<file path="config.mk">
export PLATFORM = sky130hd
export DESIGN_NAME = ppag_core
export DESIGN_NICKNAME = d
export VERILOG_FILES = /design/src/core/ppag_fifo.v /design/src/core/ppag_core.v
export VERILOG_INCLUDE_DIRS = /design/src /design/src/core
export SDC_FILE = /design/constraint.sdc
export NUM_CORES = 1
export LEC_CHECK = 0
export ABC_CLOCK_PERIOD_IN_PS = 17800
export BUFFER_PORTS_ARGS = -buffer_cell sky130_fd_sc_hd__buf_2
export CORE_ASPECT_RATIO = 1.5
export CORE_MARGIN = 4
export CORE_UTILIZATION = 53
export DETAILED_ROUTE_END_ITERATION = 7
export PLACE_DENSITY = 0.81
export SLEW_MARGIN = 15
export SYNTH_ARGS = -nofsm -noshare
export SYNTH_HDL_FRONTEND = slang
export SYNTH_SLANG_ARGS = --single-unit
</file>
<file path="constraint.sdc">
create_clock -name clock -period 17.8 [get_ports clock]
set_clock_uncertainty 0.1 [all_clocks]
set_input_delay 0.89 -clock clock [delete_from_list [all_inputs] [get_ports clock]]
set_output_delay 0.89 -clock clock [all_outputs]
set_load 0.02 [all_outputs]
</file>
<file path="src/core/ppag_consts.vh">
// constants for the peripheral processor address generation block
`ifndef PPAG_CONSTS_VH
`define PPAG_CONSTS_VH

// accumulator fields
`define PPAG_ACC_W 18
`define PPAG_ACC_MODE_BIT 17
`define PPAG_ACC_ADDR_W 17
// relocation register
`define PPAG_RELOC_W 28
`define PPAG_RELOC_SPARE_W 7
`define PPAG_RELOC_ZERO_W 6
`define PPAG_MS_ADDR_W 28
// local store
`define PPAG_LS_ADDR_W 12
`define PPAG_LS_DATA_W 12
`define PPAG_LS_ONES 12'hFFF
`define PPAG_D_W 6
// main store word
`define PPAG_MS_DATA_W 64
`define PPAG_PACK_N 5
`define PPAG_PACK_CNT_W 3
// opcodes
`define PPAG_OP_LOAD_RELOC 6'h14
`define PPAG_OP_STORE_RELOC 6'h15
`define PPAG_OP_RD_ONE 6'h30
`define PPAG_OP_RD_BLK 6'h31
`define PPAG_OP_WR_ONE 6'h32
`define PPAG_OP_WR_BLK 6'h33
// operand forms
`define PPAG_FORM_NOADDR 3'h0
`define PPAG_FORM_CONST 3'h1
`define PPAG_FORM_DIRECT 3'h2
`define PPAG_FORM_INDEXED 3'h3
`define PPAG_FORM_INDIRECT 3'h4
// inter-processor pacing
`define PPAG_CLK_PERIOD_NS 10
`define PPAG_PASS_FAST_NS 250
`define PPAG_PASS_SLOW_NS 500
`define PPAG_SLOTS 5
`define PPAG_PASS_CNT_W 6
`endif

</file>
<file path="src/core/ppag_fifo.v">
// synchronous fifo with valid/ready on both sides
`timescale 1ns/100ps
module ppag_fifo #(
    parameter WIDTH = 12,
    parameter DEPTH = 8,
    parameter AW = 3
) (
    // clock and reset
    input wire clock,
    input wire rst,
    // fill side
    input wire [WIDTH-1:0] in_data,
    input wire in_valid,
    output wire in_ready,
    // drain side
    output wire [WIDTH-1:0] out_data,
    output wire out_valid,
    input wire out_ready
);
    reg [WIDTH-1:0] mem [0:DEPTH-1];
    reg [AW-1:0] wr_ptr;
    reg [AW-1:0] rd_ptr;
    reg [AW:0] count;
    wire push;
    wire pop;

    assign in_ready = (count != DEPTH);
    assign out_valid = (count != 0);
    assign out_data = mem[rd_ptr];
    assign push = in_valid && in_ready;
    assign pop = out_valid && out_ready;

    // storage has no reset; only pointers and occupancy count carry state
    always @(posedge clock)
    begin
        if (push)
            mem[wr_ptr] <= in_data;
    end

    // pointer and occupancy update
    always @(posedge clock or posedge rst)
    begin
        if (rst)
        begin
            wr_ptr <= {AW{1'b0}};
            rd_ptr <= {AW{1'b0}};
            count <= {(AW+1){1'b0}};
        end
        else
        begin
            if (push)
                wr_ptr <= (wr_ptr == DEPTH - 1) ? {AW{1'b0}} : wr_ptr + 1'b1;
            if (pop)
                rd_ptr <= (rd_ptr == DEPTH - 1) ? {AW{1'b0}} : rd_ptr + 1'b1;
            if (push && !pop)
                count <= count + 1'b1;
            else if (pop && !push)
                count <= count - 1'b1;
        end
    end
endmodule

</file>
<file path="src/core/ppag_core.v">
// peripheral processor address generation and main store transfer sequencer
`timescale 1ns/100ps
`include "ppag_consts.vh"
module ppag_core #(
    parameter FIFO_DEPTH = 8,
    parameter FIFO_AW = 3
) (
    // clock and reset
    input wire clock,
    input wire rst,
    // instruction request
    input wire start,
    input wire [5:0] opcode,
    input wire [2:0] form,
    input wire [5:0] d_field,
    input wire [11:0] m_field,
    input wire [17:0] acc,
    input wire [11:0] block_words,
    // operand result
    output reg [17:0] operand,
    output reg [11:0] ls_addr_out,
    output reg busy,
    output reg done,
    // local store port
    output reg ls_en,
    output reg ls_we,
    output reg [11:0] ls_addr,
    output reg [11:0] ls_wdata,
    input wire [11:0] ls_rdata,
    // main store port
    output reg ms_req,
    output reg ms_we,
    output reg [27:0] ms_addr,
    output reg [63:0] ms_wdata,
    input wire ms_ack,
    input wire ms_write_refused,
    input wire [63:0] ms_rdata,
    output reg write_refused,
    // inter-processor passing
    input wire [4:0] self_id,
    input wire [4:0] peer_id,
    input wire pass_valid,
    input wire [11:0] pass_data,
    output reg pass_ready,
    output reg [11:0] chan_reg,
    output reg chan_full,
    input wire chan_read
);
    localparam S_IDLE = 4'h0;
    localparam S_RD_D = 4'h1;
    localparam S_WAIT_D = 4'h2;
    localparam S_RELOC = 4'h3;
    localparam S_MS_REQ = 4'h4;
    localparam S_MS_WAIT = 4'h5;
    localparam S_UNPACK = 4'h6;
    localparam S_PACK_RD = 4'h7;
    localparam S_PACK_WT = 4'h8;
    localparam S_DONE = 4'h9;
    localparam S_PACK_GAP = 4'hA;
    localparam integer FAST_CYC = `PPAG_PASS_FAST_NS / `PPAG_CLK_PERIOD_NS;
    localparam integer SLOW_CYC = `PPAG_PASS_SLOW_NS / `PPAG_CLK_PERIOD_NS;

    reg [3:0] state;
    reg [27:0] reloc;
    reg [11:0] idx_word;
    reg [11:0] cur_ls;
    reg moved;
    reg [11:0] words_left;
    reg [2:0] sub;
    reg [63:0] shift;
    reg [5:0] op;
    reg first_half;
    reg [5:0] pass_cnt;
    reg [5:0] pass_gap;
    wire [12:0] oc_raw;
    wire [11:0] oc_sum;
    wire [11:0] idx_addr;
    wire [27:0] ms_form;
    wire fifo_in_ready;
    wire fifo_out_valid;
    wire [11:0] fifo_out_data;
    wire [2:0] self_slot;
    wire [2:0] peer_slot;
    wire slow_pass;
    wire fifo_pop;

    // one's complement add with end-around carry
    assign oc_raw = {1'b0, m_field} + {1'b0, idx_word};
    assign oc_sum = oc_raw[11:0] + {11'h000, oc_raw[12]};
    // minus zero folds to plus zero except both minus zero
    assign idx_addr = (oc_sum == `PPAG_LS_ONES &&
        !(m_field == `PPAG_LS_ONES && idx_word == `PPAG_LS_ONES)) ?
        12'h000 : oc_sum;

    // mode taken from live accumulator for every word
    assign ms_form = acc[`PPAG_ACC_MODE_BIT] ?
        (reloc + {11'h000, acc[16:0]}) :
        {11'h000, acc[16:0]};

    // slot is processor number modulo five within its barrel
    function [2:0] slot_of;
        input [4:0] pid;
        reg [3:0] low;
        begin
            low = pid[3:0];
            slot_of = (low >= 4'hA) ? 3'h0 : ((low >= 4'h5) ?
                (low[2:0] - 3'h5) : low[2:0]);
        end
    endfunction
    assign self_slot = slot_of(self_id & 5'h0F);
    assign peer_slot = slot_of(peer_id & 5'h0F);
    assign slow_pass = (self_slot == peer_slot) && (self_id[4] != peer_id[4]);

    assign fifo_pop = fifo_out_valid && !chan_full && (pass_cnt == 6'h00);

    // words bound for the channel register queue here
    ppag_fifo #(
        .WIDTH(12),
        .DEPTH(FIFO_DEPTH),
        .AW(FIFO_AW)
    ) u_fifo (
        .clock(clock),
        .rst(rst),
        .in_data(pass_data),
        .in_valid(pass_valid && pass_ready),
        .in_ready(fifo_in_ready),
        .out_data(fifo_out_data),
        .out_valid(fifo_out_valid),
        .out_ready(fifo_pop)
    );

    // inter-processor channel register, paced per word
    always @(posedge clock or posedge rst)
    begin
        if (rst)
        begin
            chan_reg <= 12'h000;
            chan_full <= 1'b0;
            pass_cnt <= 6'h00;
            pass_ready <= 1'b0;
            pass_gap <= 6'h00;
        end
        else
        begin
            // registered ready misses this cycle's push, so it rests after a take
            pass_ready <= fifo_in_ready && !(pass_valid && pass_ready);
            pass_gap <= slow_pass ? SLOW_CYC[5:0] : FAST_CYC[5:0];
            if (pass_cnt != 6'h00)
                pass_cnt <= pass_cnt - 6'h01;
            if (fifo_pop)
            begin
                chan_reg <= fifo_out_data;
                chan_full <= 1'b1;
                pass_cnt <= pass_gap - 6'h01;
            end
            else if (chan_read)
                chan_full <= 1'b0;
        end
    end

    // instruction sequencer
    always @(posedge clock or posedge rst)
    begin
        if (rst)
        begin
            state <= S_IDLE;
            reloc <= 28'h0000000;
            idx_word <= 12'h000;
            cur_ls <= 12'h000;
            moved <= 1'b0;
            words_left <= 12'h000;
            sub <= 3'h0;
            shift <= 64'h0;
            op <= 6'h00;
            first_half <= 1'b0;
            operand <= 18'h00000;
            ls_addr_out <= 12'h000;
            busy <= 1'b0;
            done <= 1'b0;
            ls_en <= 1'b0;
            ls_we <= 1'b0;
            ls_addr <= 12'h000;
            ls_wdata <= 12'h000;
            ms_req <= 1'b0;
            ms_we <= 1'b0;
            ms_addr <= 28'h0000000;
            ms_wdata <= 64'h0;
            write_refused <= 1'b0;
        end
        else
        begin
            done <= 1'b0;
            ls_en <= 1'b0;
            ls_we <= 1'b0;
            case (state)
            S_IDLE:
            begin
                if (start)
                begin
                    busy <= 1'b1;
                    op <= opcode;
                    moved <= 1'b0;
                    write_refused <= 1'b0;
                    cur_ls <= m_field;
                    words_left <= block_words;
                    case (form)
                    `PPAG_FORM_NOADDR:
                    begin
                        operand <= {12'h000, d_field};
                        state <= S_DONE;
                    end
                    `PPAG_FORM_CONST:
                    begin
                        operand <= {d_field, m_field};
                        state <= S_DONE;
                    end
                    `PPAG_FORM_DIRECT:
                    begin
                        ls_addr_out <= {6'h00, d_field};
                        state <= S_DONE;
                    end
                    `PPAG_FORM_INDEXED:
                    begin
                        if (d_field == 6'h00)
                        begin
                            ls_addr_out <= m_field;
                            state <= S_DONE;
                        end
                        else
                            state <= S_RD_D;
                    end
                    `PPAG_FORM_INDIRECT:
                        state <= S_RD_D;
                    default:
                        state <= S_DONE;
                    endcase
                    ls_en <= (form == `PPAG_FORM_INDIRECT) ||
                        (form == `PPAG_FORM_INDEXED && d_field != 6'h00);
                    ls_addr <= {6'h00, d_field};
                    first_half <= 1'b1;
                    if (opcode == `PPAG_OP_LOAD_RELOC || opcode == `PPAG_OP_STORE_RELOC)
                    begin
                        ls_en <= 1'b1;
                        ls_addr <= m_field;
                        ls_we <= (opcode == `PPAG_OP_STORE_RELOC);
                        ls_wdata <= reloc[27:16];
                        state <= S_RELOC;
                    end
                end
            end
            S_RD_D:
                state <= S_WAIT_D;
            S_WAIT_D:
            begin
                idx_word <= ls_rdata;
                if (form == `PPAG_FORM_INDIRECT)
                begin
                    ls_addr_out <= ls_rdata;
                    cur_ls <= ls_rdata;
                    state <= S_DONE;
                end
                else
                    state <= S_RELOC;
            end
            S_RELOC:
            begin
                if (op == `PPAG_OP_LOAD_RELOC || op == `PPAG_OP_STORE_RELOC)
                begin
                    if (first_half)
                    begin
                        first_half <= 1'b0;
                        ls_en <= 1'b1;
                        ls_addr <= cur_ls + 12'h001;
                        ls_we <= (op == `PPAG_OP_STORE_RELOC);
                        ls_wdata <= {reloc[15:6], 2'h0};
                    end
                    else
                    begin
                        // first word's read data stands only now; spare bits kept zero
                        if (op == `PPAG_OP_LOAD_RELOC)
                            reloc[27:16] <= {`PPAG_RELOC_SPARE_W'h0, ls_rdata[4:0]};
                        state <= S_DONE;
                    end
                end
                else
                begin
                    ls_addr_out <= idx_addr;
                    state <= S_DONE;
                end
            end
            S_MS_REQ:
            begin
                ms_addr <= ms_form;
                ms_req <= 1'b1;
                state <= S_MS_WAIT;
            end
            S_MS_WAIT:
            begin
                if (ms_ack)
                begin
                    ms_req <= 1'b0;
                    ms_we <= 1'b0;
                    // bounds check lives in main store; refusal only reported
                    if (ms_we && ms_write_refused)
                        write_refused <= 1'b1;
                    shift <= ms_rdata;
                    sub <= 3'h0;
                    if (ms_we)
                        state <= (words_left <= 12'h001) ? S_DONE : S_PACK_RD;
                    else
                        state <= S_UNPACK;
                    words_left <= (words_left == 12'h000) ? 12'h000 :
                        words_left - 12'h001;
                end
            end
            S_UNPACK:
            begin
                // upper four bits of the main word are dropped
                ls_en <= 1'b1;
                ls_we <= 1'b1;
                ls_addr <= cur_ls;
                ls_wdata <= shift[59:48];
                shift <= {shift[51:0], 12'h000};
                cur_ls <= cur_ls + 12'h001;
                sub <= sub + 3'h1;
                if (sub == `PPAG_PACK_N - 1)
                    state <= (op == `PPAG_OP_RD_BLK && words_left != 12'h000) ?
                        S_MS_REQ : S_DONE;
            end
            S_PACK_RD:
            begin
                ls_en <= 1'b1;
                ls_addr <= cur_ls;
                cur_ls <= cur_ls + 12'h001;
                state <= S_PACK_GAP;
            end
            // local read data stands only one cycle after the strobe
            S_PACK_GAP:
                state <= S_PACK_WT;
            S_PACK_WT:
            begin
                shift <= {shift[51:0], ls_rdata};
                sub <= sub + 3'h1;
                if (sub == `PPAG_PACK_N - 1)
                begin
                    ms_wdata <= {4'h0, shift[47:0], ls_rdata};
                    ms_we <= 1'b1;
                    state <= S_MS_REQ;
                end
                else
                    state <= S_PACK_RD;
            end
            S_DONE:
            begin
                if (!moved && (op == `PPAG_OP_RD_ONE || op == `PPAG_OP_RD_BLK ||
                    op == `PPAG_OP_WR_ONE || op == `PPAG_OP_WR_BLK))
                begin
                    // hand over to main store traffic once, then finish
                    moved <= 1'b1;
                    sub <= 3'h0;
                    if (op == `PPAG_OP_RD_ONE || op == `PPAG_OP_WR_ONE)
                        words_left <= 12'h001;
                    state <= (op == `PPAG_OP_RD_ONE || op == `PPAG_OP_RD_BLK) ?
                        S_MS_REQ : S_PACK_RD;
                end
                else
                begin
                    busy <= 1'b0;
                    done <= 1'b1;
                    // second relocation word arrives here, low six forced zero
                    if (op == `PPAG_OP_LOAD_RELOC)
                        reloc[15:0] <= {ls_rdata[11:2], 6'h00};
                    state <= S_IDLE;
                end
            end
            default:
                state <= S_IDLE;
            endcase
        end
    end
endmodule

</file>
* After elaboration in Yosys (flattened, before gate mapping)
Memory sizes are Yosys's and may differ from the RTL's. A register that Yosys moved wholly into a read port is not among the register bits. Cells that the tools add are included.
Cells by class: equal/unequal tests 47, bitwise gates (word level) 2, multiplexer cells 90, add/subtract/negate cells 14, reduce and logical (&&, ||, !) cells 74, magnitude comparators 5
Operators with widths (number):
- 12-bit two-way mux | 19
- 12-bit case mux with 3 select lines | 5
- 60-bit case mux with 3 select lines | 1
- 60-bit two-way mux | 1
- 4-bit two-way mux | 13
- 4-bit case mux with 11 select lines | 1
- 12-bit equality test (second input constant) | 3
- 18-bit case mux with 2 select lines | 1
- 3-bit two-way mux | 9
- 2-bit inequality test (second input constant) | 13
- 6-bit by 5-bit equality test with 1-bit output (second input constant) | 4
- 6-bit equality test (second input constant) | 4
- 12-bit case mux with 2 select lines | 1
- 3-bit AND reduction | 8
- 1-bit two-way mux | 23
- 21-bit by 17-bit adder with 22-bit output | 1
- 22-bit two-way mux | 1
- 3-bit nonzero test | 7
- 6-bit two-way mux | 3
- 2-bit nonzero test | 9
- 4-bit by 3-bit equality test with 1-bit output (second input constant) | 4
- 4-bit AND reduction | 4
- 1-bit logical AND | 15
- 12-bit by 12-bit adder with 13-bit output | 1
- other kinds (41) | 81
Word-level totals: output and inout bits 167, logic and storage cells 264, register bits 299, memories kept 1, memory bits (writable) 96, bits of input ports 162
Memories:
- u_fifo.mem | words 8, bits a word 12, rd ports 1, clocked after memory_dff 1, wr ports 1, RTL line ppag_fifo.v:20 | reg [WIDTH-1:0] mem [0:DEPTH-1];

* Longest topological paths before layout
Gate-level depths: netlist of run 1.
depth in word-level cells 7, gate-level depth with buffers 20, mapped depth without buffers 20

* Hierarchy
A second synthesis of run 1 with hierarchy kept.
Unflattened totals: cell total of the unflattened synthesis 1745, area total of the unflattened synthesis 19520.0 um2
By module, submodules not included:
- ppag_core | area each 15140.8 um2, sequential area each 7307.0 um2, instances 1, cells an instance 1541
- ppag_fifo | area each 4379.2 um2, sequential area each 3133.0 um2, instances 1, cells an instance 204

* Least setup slack after synthesis of run 1
OpenSTA, ideal clock, no wires.
path type input -> register, start in m_field[0], end reg ls_addr_out[10], stages on the path 20, arrival time 3.952 ns, setup slack 13.620 ns, library setup time 0.129 ns, path through ha_1 -> inv_1 -> fa_1 -> and2b_1 -> o221a_2 -> o22ai_2 -> o21bai_1 -> a21oi_1 -> nor2b_1 -> o21ai_0 -> nand2b_1 -> ha_1 -> ha_1 -> xor2_1 -> nand3_1 -> a21oi_1 -> nor4b_1 -> o21ai_2 -> o21ai_4 -> o21ai_1
Between the ends: cells in the longest elaborated chain, start to end 7, elaborated cells on any way between the ends 10, those cells by class add/sub (2); eq/ne (2); mux (3); reduce/logical (3)
Ends and longest elaborated chain:
- start: declaration | RTL line ppag_core.v:16 | input wire [11:0] m_field,
- 12-bit by 12-bit adder with 13-bit output / 12-bit equality test (equally long branches)
- 12-bit by 1-bit adder with 12-bit output / 1-bit logical AND (equally long branches)
- 12-bit equality test (no line) / 1-bit zero test (equally long branches)
- 1-bit logical AND | RTL line ppag_core.v:91 | assign idx_addr = (oc_sum == `PPAG_LS_ONES &&
- 12-bit two-way mux (*) | RTL line ppag_core.v:91
- 12-bit two-way mux (*) | RTL line ppag_core.v:267 | if (op == `PPAG_OP_LOAD_RELOC || op == `PPAG_OP_STORE_RELOC)
- 12-bit case mux with 3 select lines (*) | RTL line ppag_core.v:195 | case (state)
- end signal: assignment | RTL line ppag_core.v:219 | ls_addr_out <= {6'h00, d_field};
- end signal: assignment | RTL line ppag_core.v:258 | ls_addr_out <= ls_rdata;
- end signal: assignment | RTL line ppag_core.v:287 | ls_addr_out <= idx_addr;
- end: declaration | RTL line ppag_core.v:21 | output reg [11:0] ls_addr_out,
Every way passes the cells marked *; elsewhere a longest branch is shown, timed or not. The select of a mux whose other input is x is not followed. A chain may end at the register's enable or synchronous reset.

* Final worst setup path of run 1
start in m_field[0], end reg ls_addr_out[9]
The elaborated chain is that of the path after synthesis.

==> impl_metrics.env, run 1 <==
export IMPL_critPathLaunchType="primary input"
export IMPL_dieArea_um2=39340
export IMPL_insertion_delay_ns=0.55
export IMPL_max_slew_margin_rel=0.1904
export IMPL_io_buffers=314
export IMPL_synth_yosys_warnings=0
export IMPL_drv_slew=0
export IMPL_netlist_area_um2=19170
export IMPL_yosys_area_share_simple=0.1264
export IMPL_hold_violations=0
export IMPL_post_synth_top_count_cell="dfrtp_1"
export IMPL_critical_path_endpoint="ls_addr_out[9]$_DFFE_PP0P_"
export IMPL_dp_final_hpwl_um=39330
export IMPL_total_leakage_power_nw=10.34
export IMPL_die_x_um=163.3
export IMPL_syn_area_per_cell_um2=10.98
export IMPL_numCtsBuffers=40
export IMPL_cts_resized=0
export IMPL_timing_critical_path_to_type="flip-flop"
export IMPL_fin_nets=2246
export IMPL_cts_root_buf="clkbuf_16"
export IMPL_yosys_area_share_adder=0.03185
export IMPL_cp_arrival_ns=4.69
export IMPL_io_pin_count=329
export IMPL_grt_overflow_total=0
export IMPL_syn_instance_count=1746
export IMPL_setup_viol=0
export IMPL_synth_edff_count=96
export IMPL_die_h_um=240.9
export IMPL_post_cts_buffers=0
export IMPL_worst_pin_slew_ns=1.214
export IMPL_async_flop_share=0.7588
export IMPL_required_ns=18.12
export IMPL_r2r_cells=20
export IMPL_clk_pin_slew_worst_paths_ns=0.07
export IMPL_fin_area_um2=22540
export IMPL_rsz0062_at_grt="false"
export IMPL_synth_area_leaders="dfrtp_1 (39%), edfxtp_1 (15%), nand2_1 (4.9%), mux2_2 (4.8%), mux2i_1 (4.8%)"
export IMPL_syn2layout_area_growth_pct=17.58
export IMPL_top_regs="u_fifo.mem: 96 flops, ms_wdata: 60 flops, shift: 60 flops"
export IMPL_start_util=0.5349
export IMPL_powerDensity_nw_per_um2=179.3
export IMPL_wl_per_cell_um=21.53
export IMPL_routed_via_density=5.917
export IMPL_core_region_area_um2=35840
export IMPL_antenna_found_initial=6
export IMPL_clock_sinks=398
export IMPL_ctsHoldBuffers=0
export IMPL_grt_pass1_vias=15170
export IMPL_synth_ff_type="dfrtp_1"
export IMPL_r2r_slack_ns=13.53
export IMPL_synth_top_area_share=0.3942
export IMPL_drt_iter0_drc=1343
export IMPL_grt_start_max_net_pins=172
export IMPL_reg2reg_to="ls_addr_out[9]$_DFFE_PP0P_"
export IMPL_cp_max_fo=10
export IMPL_largest_register="u_fifo.mem"
export IMPL_synth_area_mux_share=0.1233
export IMPL_status="finished clean"
export IMPL_synth_compound_area_share=0.1237
export IMPL_cts_tree="done"
export IMPL_vias=15090
export IMPL_grt_pass1_wl_um=84160
export IMPL_fin_tns_setup_ns=0
export IMPL_synth_top_family_by_area="simple AND/OR/NAND/NOR gates"
export IMPL_totalWireLength_um=54930
export IMPL_num_rows=85
export IMPL_drc_errors=0
export IMPL_r2r_start="idx_word[0]$_DFFE_PP0P_"
export IMPL_drive_gt1_frac=0.2556
export IMPL_synth_distinct_cells=76
export IMPL_finish_utilization=0.6289
export IMPL_worstSetupPathType="primary input to flip-flop"
export IMPL_ir_drop_mv=0.1258
export IMPL_gp_congestion=0.9850
export IMPL_fmax_ghz=0.2286
export IMPL_total_power_mw=4.042
export IMPL_synth_common_cells="dfrtp_1 (302), nand2_1 (251), o21ai_0 (151)"
export IMPL_firstDrtPassIters=5
export IMPL_cp_startpoint="m_field[0]"
export IMPL_drv_cap=0
export IMPL_grtUsageTotal=0.2731
export IMPL_largest_register_ffs=96
export IMPL_clk_path_buf_depth=3
export IMPL_place_area_um2=21190
export IMPL_ys_ff_latch=398
export IMPL_yosysSeqAreaShare=0.5446
export IMPL_drtAntennaViolNets=0
export IMPL_worst_hold_path_type="flip-flop to flip-flop"
export IMPL_finalCriticalPeriod_ns=4.374
export IMPL_yosysTopAreaCell="dfrtp_1"
export IMPL_min_period_over_period=0.2457
export IMPL_synth_xor_area_share=0.02036
export IMPL_h_tree_depth=2
## per-stage QoR
| step | worst slack [ns] | hold WS, ns | instances |
|---|---|---|---|
| floorplan | 8.464 | 0.3282 | 1755 |
| global route | 13.07 | 0.3876 | 2547 |
| detailed placement | 12.92 | 0.3526 | 2473 |
| global placement | 13.04 | 0.3448 | 2473 |
| finish | 13.43 | 0.3582 | 2551 |
| CTS | 13.47 | 0.3618 | 2544 |
## worst min path at each step
stage	startpoint	endpoint	depth (start not counted)
2_1_floorplan	pass_cnt[0]$_DFFE_PP0P_	pass_cnt[0]$_DFFE_PP0P_	1
3_3_place_gp	pass_cnt[0]$_DFFE_PP0P_	pass_cnt[0]$_DFFE_PP0P_	1
3_5_place_dp	pass_cnt[0]$_DFFE_PP0P_	pass_cnt[0]$_DFFE_PP0P_	1
4_1_cts	pass_cnt[0]$_DFFE_PP0P_	pass_cnt[0]$_DFFE_PP0P_	1
5_1_grt	pass_cnt[0]$_DFFE_PP0P_	pass_cnt[0]$_DFFE_PP0P_	1
6_report	pass_cnt[0]$_DFFE_PP0P_	pass_cnt[0]$_DFFE_PP0P_	1
## cells in the final DEF (no fill, tap or decap), types with 14 or more instances in the layout
cell type / instances
buf_2: 314
dfrtp_1: 302
nand2_1: 250
o21ai_0: 151
nor2_1: 122
edfxtp_1: 96
a21oi_1: 91
mux2i_1: 91
mux2_2: 81
ha_1: 44
clkbuf_16: 41
inv_1: 34
and3_1: 31
nand3_1: 28
xnor2_1: 24
mux4_2: 24
nor3_1: 22
buf_4: 22
a22o_1: 19
a22oi_1: 19
xor2_1: 18
nor2b_1: 14
## critical path, stage by stage
cell and delay, ns:
buf_2 0.15, ha_1 0.23, inv_1 0.07, fa_1 0.19
and2b_1 0.23, o221a_2 0.29, o22ai_2 0.24, o21bai_1 0.10
a21oi_1 0.17, nor2b_1 0.06, o21ai_0 0.15, nand2b_1 0.11
ha_1 0.23, ha_1 0.23, xor2_1 0.24, nand3_1 0.11
a21oi_1 0.12, nor4b_1 0.32, o21ai_2 0.16, o21ai_4 0.28
o21ai_1 0.11
## area by class of cell
class / instances / area [um2]
diodes: 7 / 17.52
fillers: 2835 / 13300
clock buffers: 54 / 1145
flip-flops and latches: 398 / 10440
multi-input cells: 1224 / 8253
clock inverters: 17 / 186.4
inverters: 36 / 142.6
well taps: 478 / 598.1
repair buffers: 337 / 1757
## metal layers
layer,share of wire,global-route usage,routed length [um],vias to the layer above
li1,-,-,-,6866
met1,0.36,0.3328,19870,7331
met2,0.50,0.4693,27480,701
met3,0.079,0.04596,4356,189
met4,0.058,0.1394,3181,6
met5,0.00071,0,39,-
## power by group
part | internal, mW | leakage (nW) | switching (mW) | total [mW]
Clock | 0.498 | 0.653 | 0.361 | 0.859
Sequential | 1.27 | 4.69 | 0.283 | 1.55
Combinational | 0.636 | 5.00 | 0.993 | 1.63
Total | 2.41 | 10.3 | 1.64 | 4.04
## cells by family (layout without fill, tap and decap cells)
logic type,Yosys count,in the layout
other,2,18
AND/OR/NAND/NOR,540,540
adder cells (fa/ha/maj),47,47
multiplexers,196,196
AO/OA/AOI/OAI,387,387
flip-flops,398,398
buffers and inverters,133,444
XOR/XNOR,43,43
No activity file was read; power rests on OpenSTA's default activity.
==> run 2: changes to the inputs <==
- ABC_CLOCK_PERIOD_IN_PS: 17800 -> 4200
- clock period: 17.8 -> 4.2 ns (I/O delays scaled with it)
==> impl_metrics.env, run 2 (synthesized netlist as in run 1, its figures left out) <==
export IMPL_grt_pass1_vias=16350
export IMPL_critPathLaunchType="flip-flop"
export IMPL_antenna_found_initial=3
export IMPL_totalWireLength_um=58160
export IMPL_p_seq_frac=0.381
export IMPL_final_cell_mix="buf_2 (314), dfrtp_1 (302), nand2_1 (250)"
export IMPL_clock_sinks=398
export IMPL_wl_per_cell_um=21.52
export IMPL_drt_iter0_drc=1267
export IMPL_grt_start_max_net_pins=156
export IMPL_grt_pass1_wl_um=89530
export IMPL_insertion_delay_ns=0.55
export IMPL_power_switching_mw=7.093
export IMPL_syn2layout_area_growth_pct=25.85
export IMPL_fillers=2668
export IMPL_num_rows=85
export IMPL_min_period_over_period=0.9437
export IMPL_cp_arrival_ns=4.29
export IMPL_preCtsSetupSlack_ns=0.04079
export IMPL_dp_final_hpwl_um=39930
export IMPL_fmax_ghz=0.2523
export IMPL_h_tree_depth=2
export IMPL_worst_hold_path_type="primary input to asynchronous set/reset pin"
export IMPL_drv_slew=0
export IMPL_worst_pin_slew_ns=1.182
export IMPL_drtAntennaViolNets=0
export IMPL_place_area_um2=21350
export IMPL_cp_max_fo=5
export IMPL_required_ns=4.53
export IMPL_io_pin_count=329
export IMPL_fin_area_um2=24130
export IMPL_dieArea_um2=39340
export IMPL_path_cells="ha_1, inv_1, fa_1, and2b_2, o221a_2, o22ai_4, o21bai_1, a21oi_1, nor2b_1, o21ai_0, nand2b_1, ha_1, ha_1, xor2_1, nand3_1, a21oi_2, nor4b_4, o21ai_4, o21ai_4, o21ai_1"
export IMPL_critPathMostFrequentCell="ha_1"
export IMPL_core_region_area_um2=35840
export IMPL_power_internal_mw=10.35
export IMPL_gp_congestion=0.9747
export IMPL_routed_via_density=5.875
export IMPL_critPathMaxStageDelay_ns=0.41
export IMPL_status="finished clean"
export IMPL_crit_path_top_delay_cell="dfrtp_1"
export IMPL_grt_overflow_total=0
export IMPL_clk_pin_slew_worst_paths_ns=0.06
export IMPL_largest_register_ffs=96
export IMPL_worstSetupPathType="flip-flop to flip-flop"
export IMPL_setup_viol=0
export IMPL_firstDrtPassIters=6
export IMPL_finish_utilization=0.6731
export IMPL_finalCriticalPeriod_ns=3.964
export IMPL_grtUsageMet2=0.4971
export IMPL_numCtsBuffers=40
export IMPL_cts_tree="done"
export IMPL_top_usage_layer="met2"
export IMPL_clkPwrFrac=0.205
export IMPL_final_common_cell="buf_2"
export IMPL_setup_ws_ns=0.2365
export IMPL_max_slew_margin_rel=0.2123
export IMPL_ir_drop_mv=0.4982
export IMPL_vias=15870
export IMPL_p_comb_frac=0.414
export IMPL_top_regs="u_fifo.mem: 96 flops, ms_wdata: 60 flops, shift: 60 flops"
export IMPL_clk_path_buf_depth=3
export IMPL_timing_critical_path_to_type="flip-flop"
export IMPL_drive_gt1_frac=0.2467
export IMPL_powerDensity_nw_per_um2=722.9
export IMPL_fin_nets=2402
export IMPL_start_util=0.5349
export IMPL_total_leakage_power_nw=11.01
export IMPL_drc_errors=0
export IMPL_grt_use_met1=0.3476
export IMPL_swShare=0.4067
export IMPL_r2r_cells=20
export IMPL_largest_register="u_fifo.mem"
export IMPL_cts_root_buf="clkbuf_16"
export IMPL_die_h_um=240.9
export IMPL_met3_usage=0.05091
export IMPL_die_x_um=163.3
export IMPL_io_buffers=314
export IMPL_drv_cap=0
export IMPL_hold_violations=0
export IMPL_grtUsageTotal=0.2899
## run 2: area by class of cell
type	count	area (um2)	area share
Inverter	36	138.9	0.005757
Clock inverter	18	166.4	0.006898
Multi-Input combinational cell	1225	8307	0.3443
Tap cell	478	598.1	0.02479
Sequential cell	398	10440	0.4327
Timing Repair Buffer	492	3331	0.1381
Antenna cell	3	7.507	0.0003112
Clock buffer	52	1137	0.04714
## run 2: metal layers
metal	vias up	share of wire
li1	7174	-
met1	7776	0.37
met2	719	0.50
met3	205	0.070
met4	0	0.062
met5	-	0
## run 2: worst max-delay path, delay by kind of cell (launching register included)
family / cells / cell delay [ns]
xor gates and xnor gates: 1 / 0.21
AOI/OAI and AO/OA: 9 / 1.37
adders and majority gates: 4 / 0.86
buffers and inverters: 1 / 0.07
and+or+nand+nor: 5 / 0.80
DFF: 1 / 0.41
## run 2: what timing repair did
item | in CTS | in global routing
resized for setup | 0 | 9
hold buffers | 139 | 0
setup endpoints to repair | 0 | 12
endpoints found under the hold margin | 553 | 0
setup buffers | 0 | 3
## run 2: per-stage QoR
| step | std cells | power, mW | setup TNS [ns] | hold WS, ns |
|---|---|---|---|---|
| finish | 2702 | 17.44 | 0 | 0.01617 |
| CTS | 2695 | 17.33 | 0 | 0.001801 |
| global placement | 2486 | 13.25 | 0 | 0.009103 |
| global route | 2701 | 18.52 | -0.1852 | 0.02027 |
| floorplan | 1755 | 11.13 | -37.76 | 0.2064 |
| detailed placement | 2486 | 13.56 | 0 | 0.01185 |
## run 2: power groups by stage
| stage | registers (mW) | clock network [mW] | logic (mW) |
|---|---|---|---|
| after CTS | 6.62 | 3.63 | 7.07 |
| after global routing | 6.81 | 3.80 | 7.92 |
| final | 6.65 | 3.57 | 7.22 |
| after global placement | 6.59 | 0 | 6.67 |
| after detailed placement | 6.67 | 0 | 6.89 |
| after floorplan | 7.02 | 0 | 4.11 |
## run 2: final timing paths
kind | from | slack [ns] | endpoint
max in group asynchronous | rst | 2.90 | ms_wdata[8]$_DFFE_PP0P_
worst min register to register | pass_cnt[0]$_DFFE_PP0P_ | 0.36 | pass_cnt[0]$_DFFE_PP0P_
worst min-delay path | rst | 0.02 | ms_addr[0]$_DFFE_PP0P_
worst max register to register | idx_word[0]$_DFFE_PP0P_ | 0.24 | ls_addr_out[9]$_DFFE_PP0P_
min in group clock | ms_rdata[6] | 0.02 | shift[6]$_DFFE_PP0P_
worst max-delay path | idx_word[0]$_DFFE_PP0P_ | 0.24 | ls_addr_out[9]$_DFFE_PP0P_
==> run 3: changes to the inputs <==
- SETUP_SLACK_MARGIN: unset -> 0.3
==> impl_metrics.env, run 3 (synthesized netlist as in run 1, its figures left out) <==
export IMPL_status="finished clean"
export IMPL_total_leakage_power_nw=11.07
export IMPL_grtUsageTotal=0.2916
export IMPL_h_tree_depth=2
export IMPL_drtAntennaViolNets=0
export IMPL_drv_cap=0
export IMPL_gp_congestion=0.9747
export IMPL_totalWireLength_um=58390
export IMPL_cp_arrival_ns=4.09
export IMPL_finalCriticalPeriod_ns=3.760
export IMPL_cts_root_buf="clkbuf_16"
export IMPL_fmax_ghz=0.2660
export IMPL_worst_pin_slew_ns=1.196
export IMPL_dp_final_hpwl_um=39930
export IMPL_timing_critical_path_to_type="flip-flop"
export IMPL_dieArea_um2=39340
export IMPL_preCtsSetupSlack_ns=0.04079
export IMPL_antenna_found_initial=3
export IMPL_critPathLaunchType="flip-flop"
export IMPL_final_common_cell="buf_2"
export IMPL_grt_overflow_total=0
export IMPL_core_region_area_um2=35840
export IMPL_place_area_um2=21350
export IMPL_fillers=2643
export IMPL_critPathMaxStageDelay_ns=0.37
export IMPL_cts_tree="done"
export IMPL_fin_area_um2=24260
export IMPL_largest_register="u_fifo.mem"
export IMPL_worstSetupPathType="flip-flop to flip-flop"
export IMPL_setup_ws_ns=0.4403
export IMPL_largest_register_ffs=96
export IMPL_io_buffers=314
export IMPL_drv_slew=0
export IMPL_max_slew_margin_rel=0.2027
export IMPL_wl_per_cell_um=21.52
export IMPL_die_h_um=240.9
export IMPL_grt_start_max_net_pins=156
export IMPL_m1WireLength_um=21340
export IMPL_wl_met3_um=4058
export IMPL_grt_pass1_wl_um=89990
export IMPL_final_cell_mix="buf_2 (313), dfrtp_1 (302), nand2_1 (250)"
export IMPL_top_regs="u_fifo.mem: 96 flops, ms_wdata: 60 flops, shift: 60 flops"
export IMPL_setup_viol=0
export IMPL_drive_gt1_frac=0.2540
export IMPL_numCtsBuffers=40
export IMPL_required_ns=4.53
export IMPL_fin_nets=2413
export IMPL_clk_path_buf_depth=3
export IMPL_top_layer_used="met4"
export IMPL_worst_hold_path_type="primary input to asynchronous set/reset pin"
export IMPL_firstDrtPassIters=8
export IMPL_cp_max_fo=5
export IMPL_routed_via_density=5.890
export IMPL_insertion_delay_ns=0.55
export IMPL_grt_pass1_vias=16430
export IMPL_drc_errors=0
export IMPL_drt_iter0_drc=1262
export IMPL_hold_violations=0
export IMPL_crit_path_top_delay_cell="dfrtp_1"
export IMPL_rsz0062_at_grt="true"
export IMPL_die_x_um=163.3
export IMPL_clock_sinks=398
export IMPL_ir_drop_mv=0.4996
export IMPL_wl_met2_um=29160
export IMPL_syn2layout_area_growth_pct=26.55
export IMPL_total_power_mw=17.58
export IMPL_start_util=0.5349
export IMPL_finish_utilization=0.6769
export IMPL_min_period_over_period=0.8952
export IMPL_clk_pin_slew_worst_paths_ns=0.07
export IMPL_whs_ns=0.01530
export IMPL_vias=15980
export IMPL_io_pin_count=329
export IMPL_path_cells="ha_2, inv_2, fa_2, and2b_2, o221a_4, o22ai_4, o21bai_1, a21oi_1, nor2b_1, o21ai_1, nand2b_1, ha_2, and3_4, and3_4, nand4_1, nor3_2, xnor3_2, o21ai_4, o21ai_1"
export IMPL_powerDensity_nw_per_um2=724.7
export IMPL_num_rows=85
==> run 3: cell types whose count changed in the layout (fill, tap and decap cells not counted), moves of 2 or more <==
cell     before  now
ha_1         44   41
buf_4        33   44
and3_4        0    2
ha_2          0    2
o21ai_2       0    2
==> run 3: cell type report <==
class | instances | area, um2 | area share
flip-flops and latches | 398 | 10440 | 0.4303
multi-input cells | 1225 | 8352 | 0.3443
repair buffers | 503 | 3420 | 0.1410
clock buffers | 52 | 1137 | 0.04688
well taps | 478 | 598.1 | 0.02465
clock inverters | 18 | 166.4 | 0.006860
inverters | 36 | 138.9 | 0.005725
diodes | 3 | 7.507 | 0.0003095
==> run 3: where the power goes <==
part	leakage (nW)	internal (mW)	switching, mW
clock network	0.641	2.05	1.53
registers	4.69	5.39	1.27
logic	5.74	3.00	4.34
==> run 3: metal layers <==
| layer | vias up | track usage |
|---|---|---|
| li1 | 7199 | - |
| met1 | 7827 | 0.3495 |
| met2 | 733 | 0.4979 |
| met3 | 220 | 0.05160 |
| met4 | 0 | 0.1648 |
| met5 | - | 0 |
==> run 3: path summary, 6_finish.rpt <==
check | from | endpoint | slack, ns | cells after the start
min reg2reg | pass_cnt[0]$_DFFE_PP0P_ | pass_cnt[0]$_DFFE_PP0P_ | 0.36 | 1
max | idx_word[0]$_DFFE_PP0P_ | ls_addr_out[9]$_DFFE_PP0P_ | 0.44 | 19
max reg2reg | idx_word[0]$_DFFE_PP0P_ | ls_addr_out[9]$_DFFE_PP0P_ | 0.44 | 19
min in group clock | ms_rdata[6] | shift[6]$_DFFE_PP0P_ | 0.02 | 4
min | rst | ms_addr[0]$_DFFE_PP0P_ | 0.02 | 3
max in group asynchronous | rst | ms_wdata[8]$_DFFE_PP0P_ | 2.90 | 4
==> run 3: metrics by stage <==
| stage | setup TNS (ns) | std cells |
|---|---|---|
| after floorplan | -37.76 | 1755 |
| after global placement | 0 | 2486 |
| after detailed placement | 0 | 2486 |
| after CTS | 0 | 2701 |
| after global routing | 0 | 2712 |
| final | 0 | 2713 |
==> run 3: repair_timing <==
item | CTS | global route
hold endpoints to repair | 553 | 0
setup buffers | 5 | 9
cloned | 1 | 0
pin swaps | 4 | 14
setup endpoints to repair | 12 | 12
gates resized for setup | 10 | 14
hold buffers | 139 | 0
==> run 3: critical path: cells and delay by family, from the launching register on <==
| family | cells | cell delay [ns] |
|---|---|---|
| compound gates | 7 | 0.91 |
| xor+xnor | 1 | 0.36 |
| fa+ha+maj | 3 | 0.76 |
| buf+inv | 1 | 0.04 |
| flops | 1 | 0.37 |
| simple gates | 7 | 1.09 |
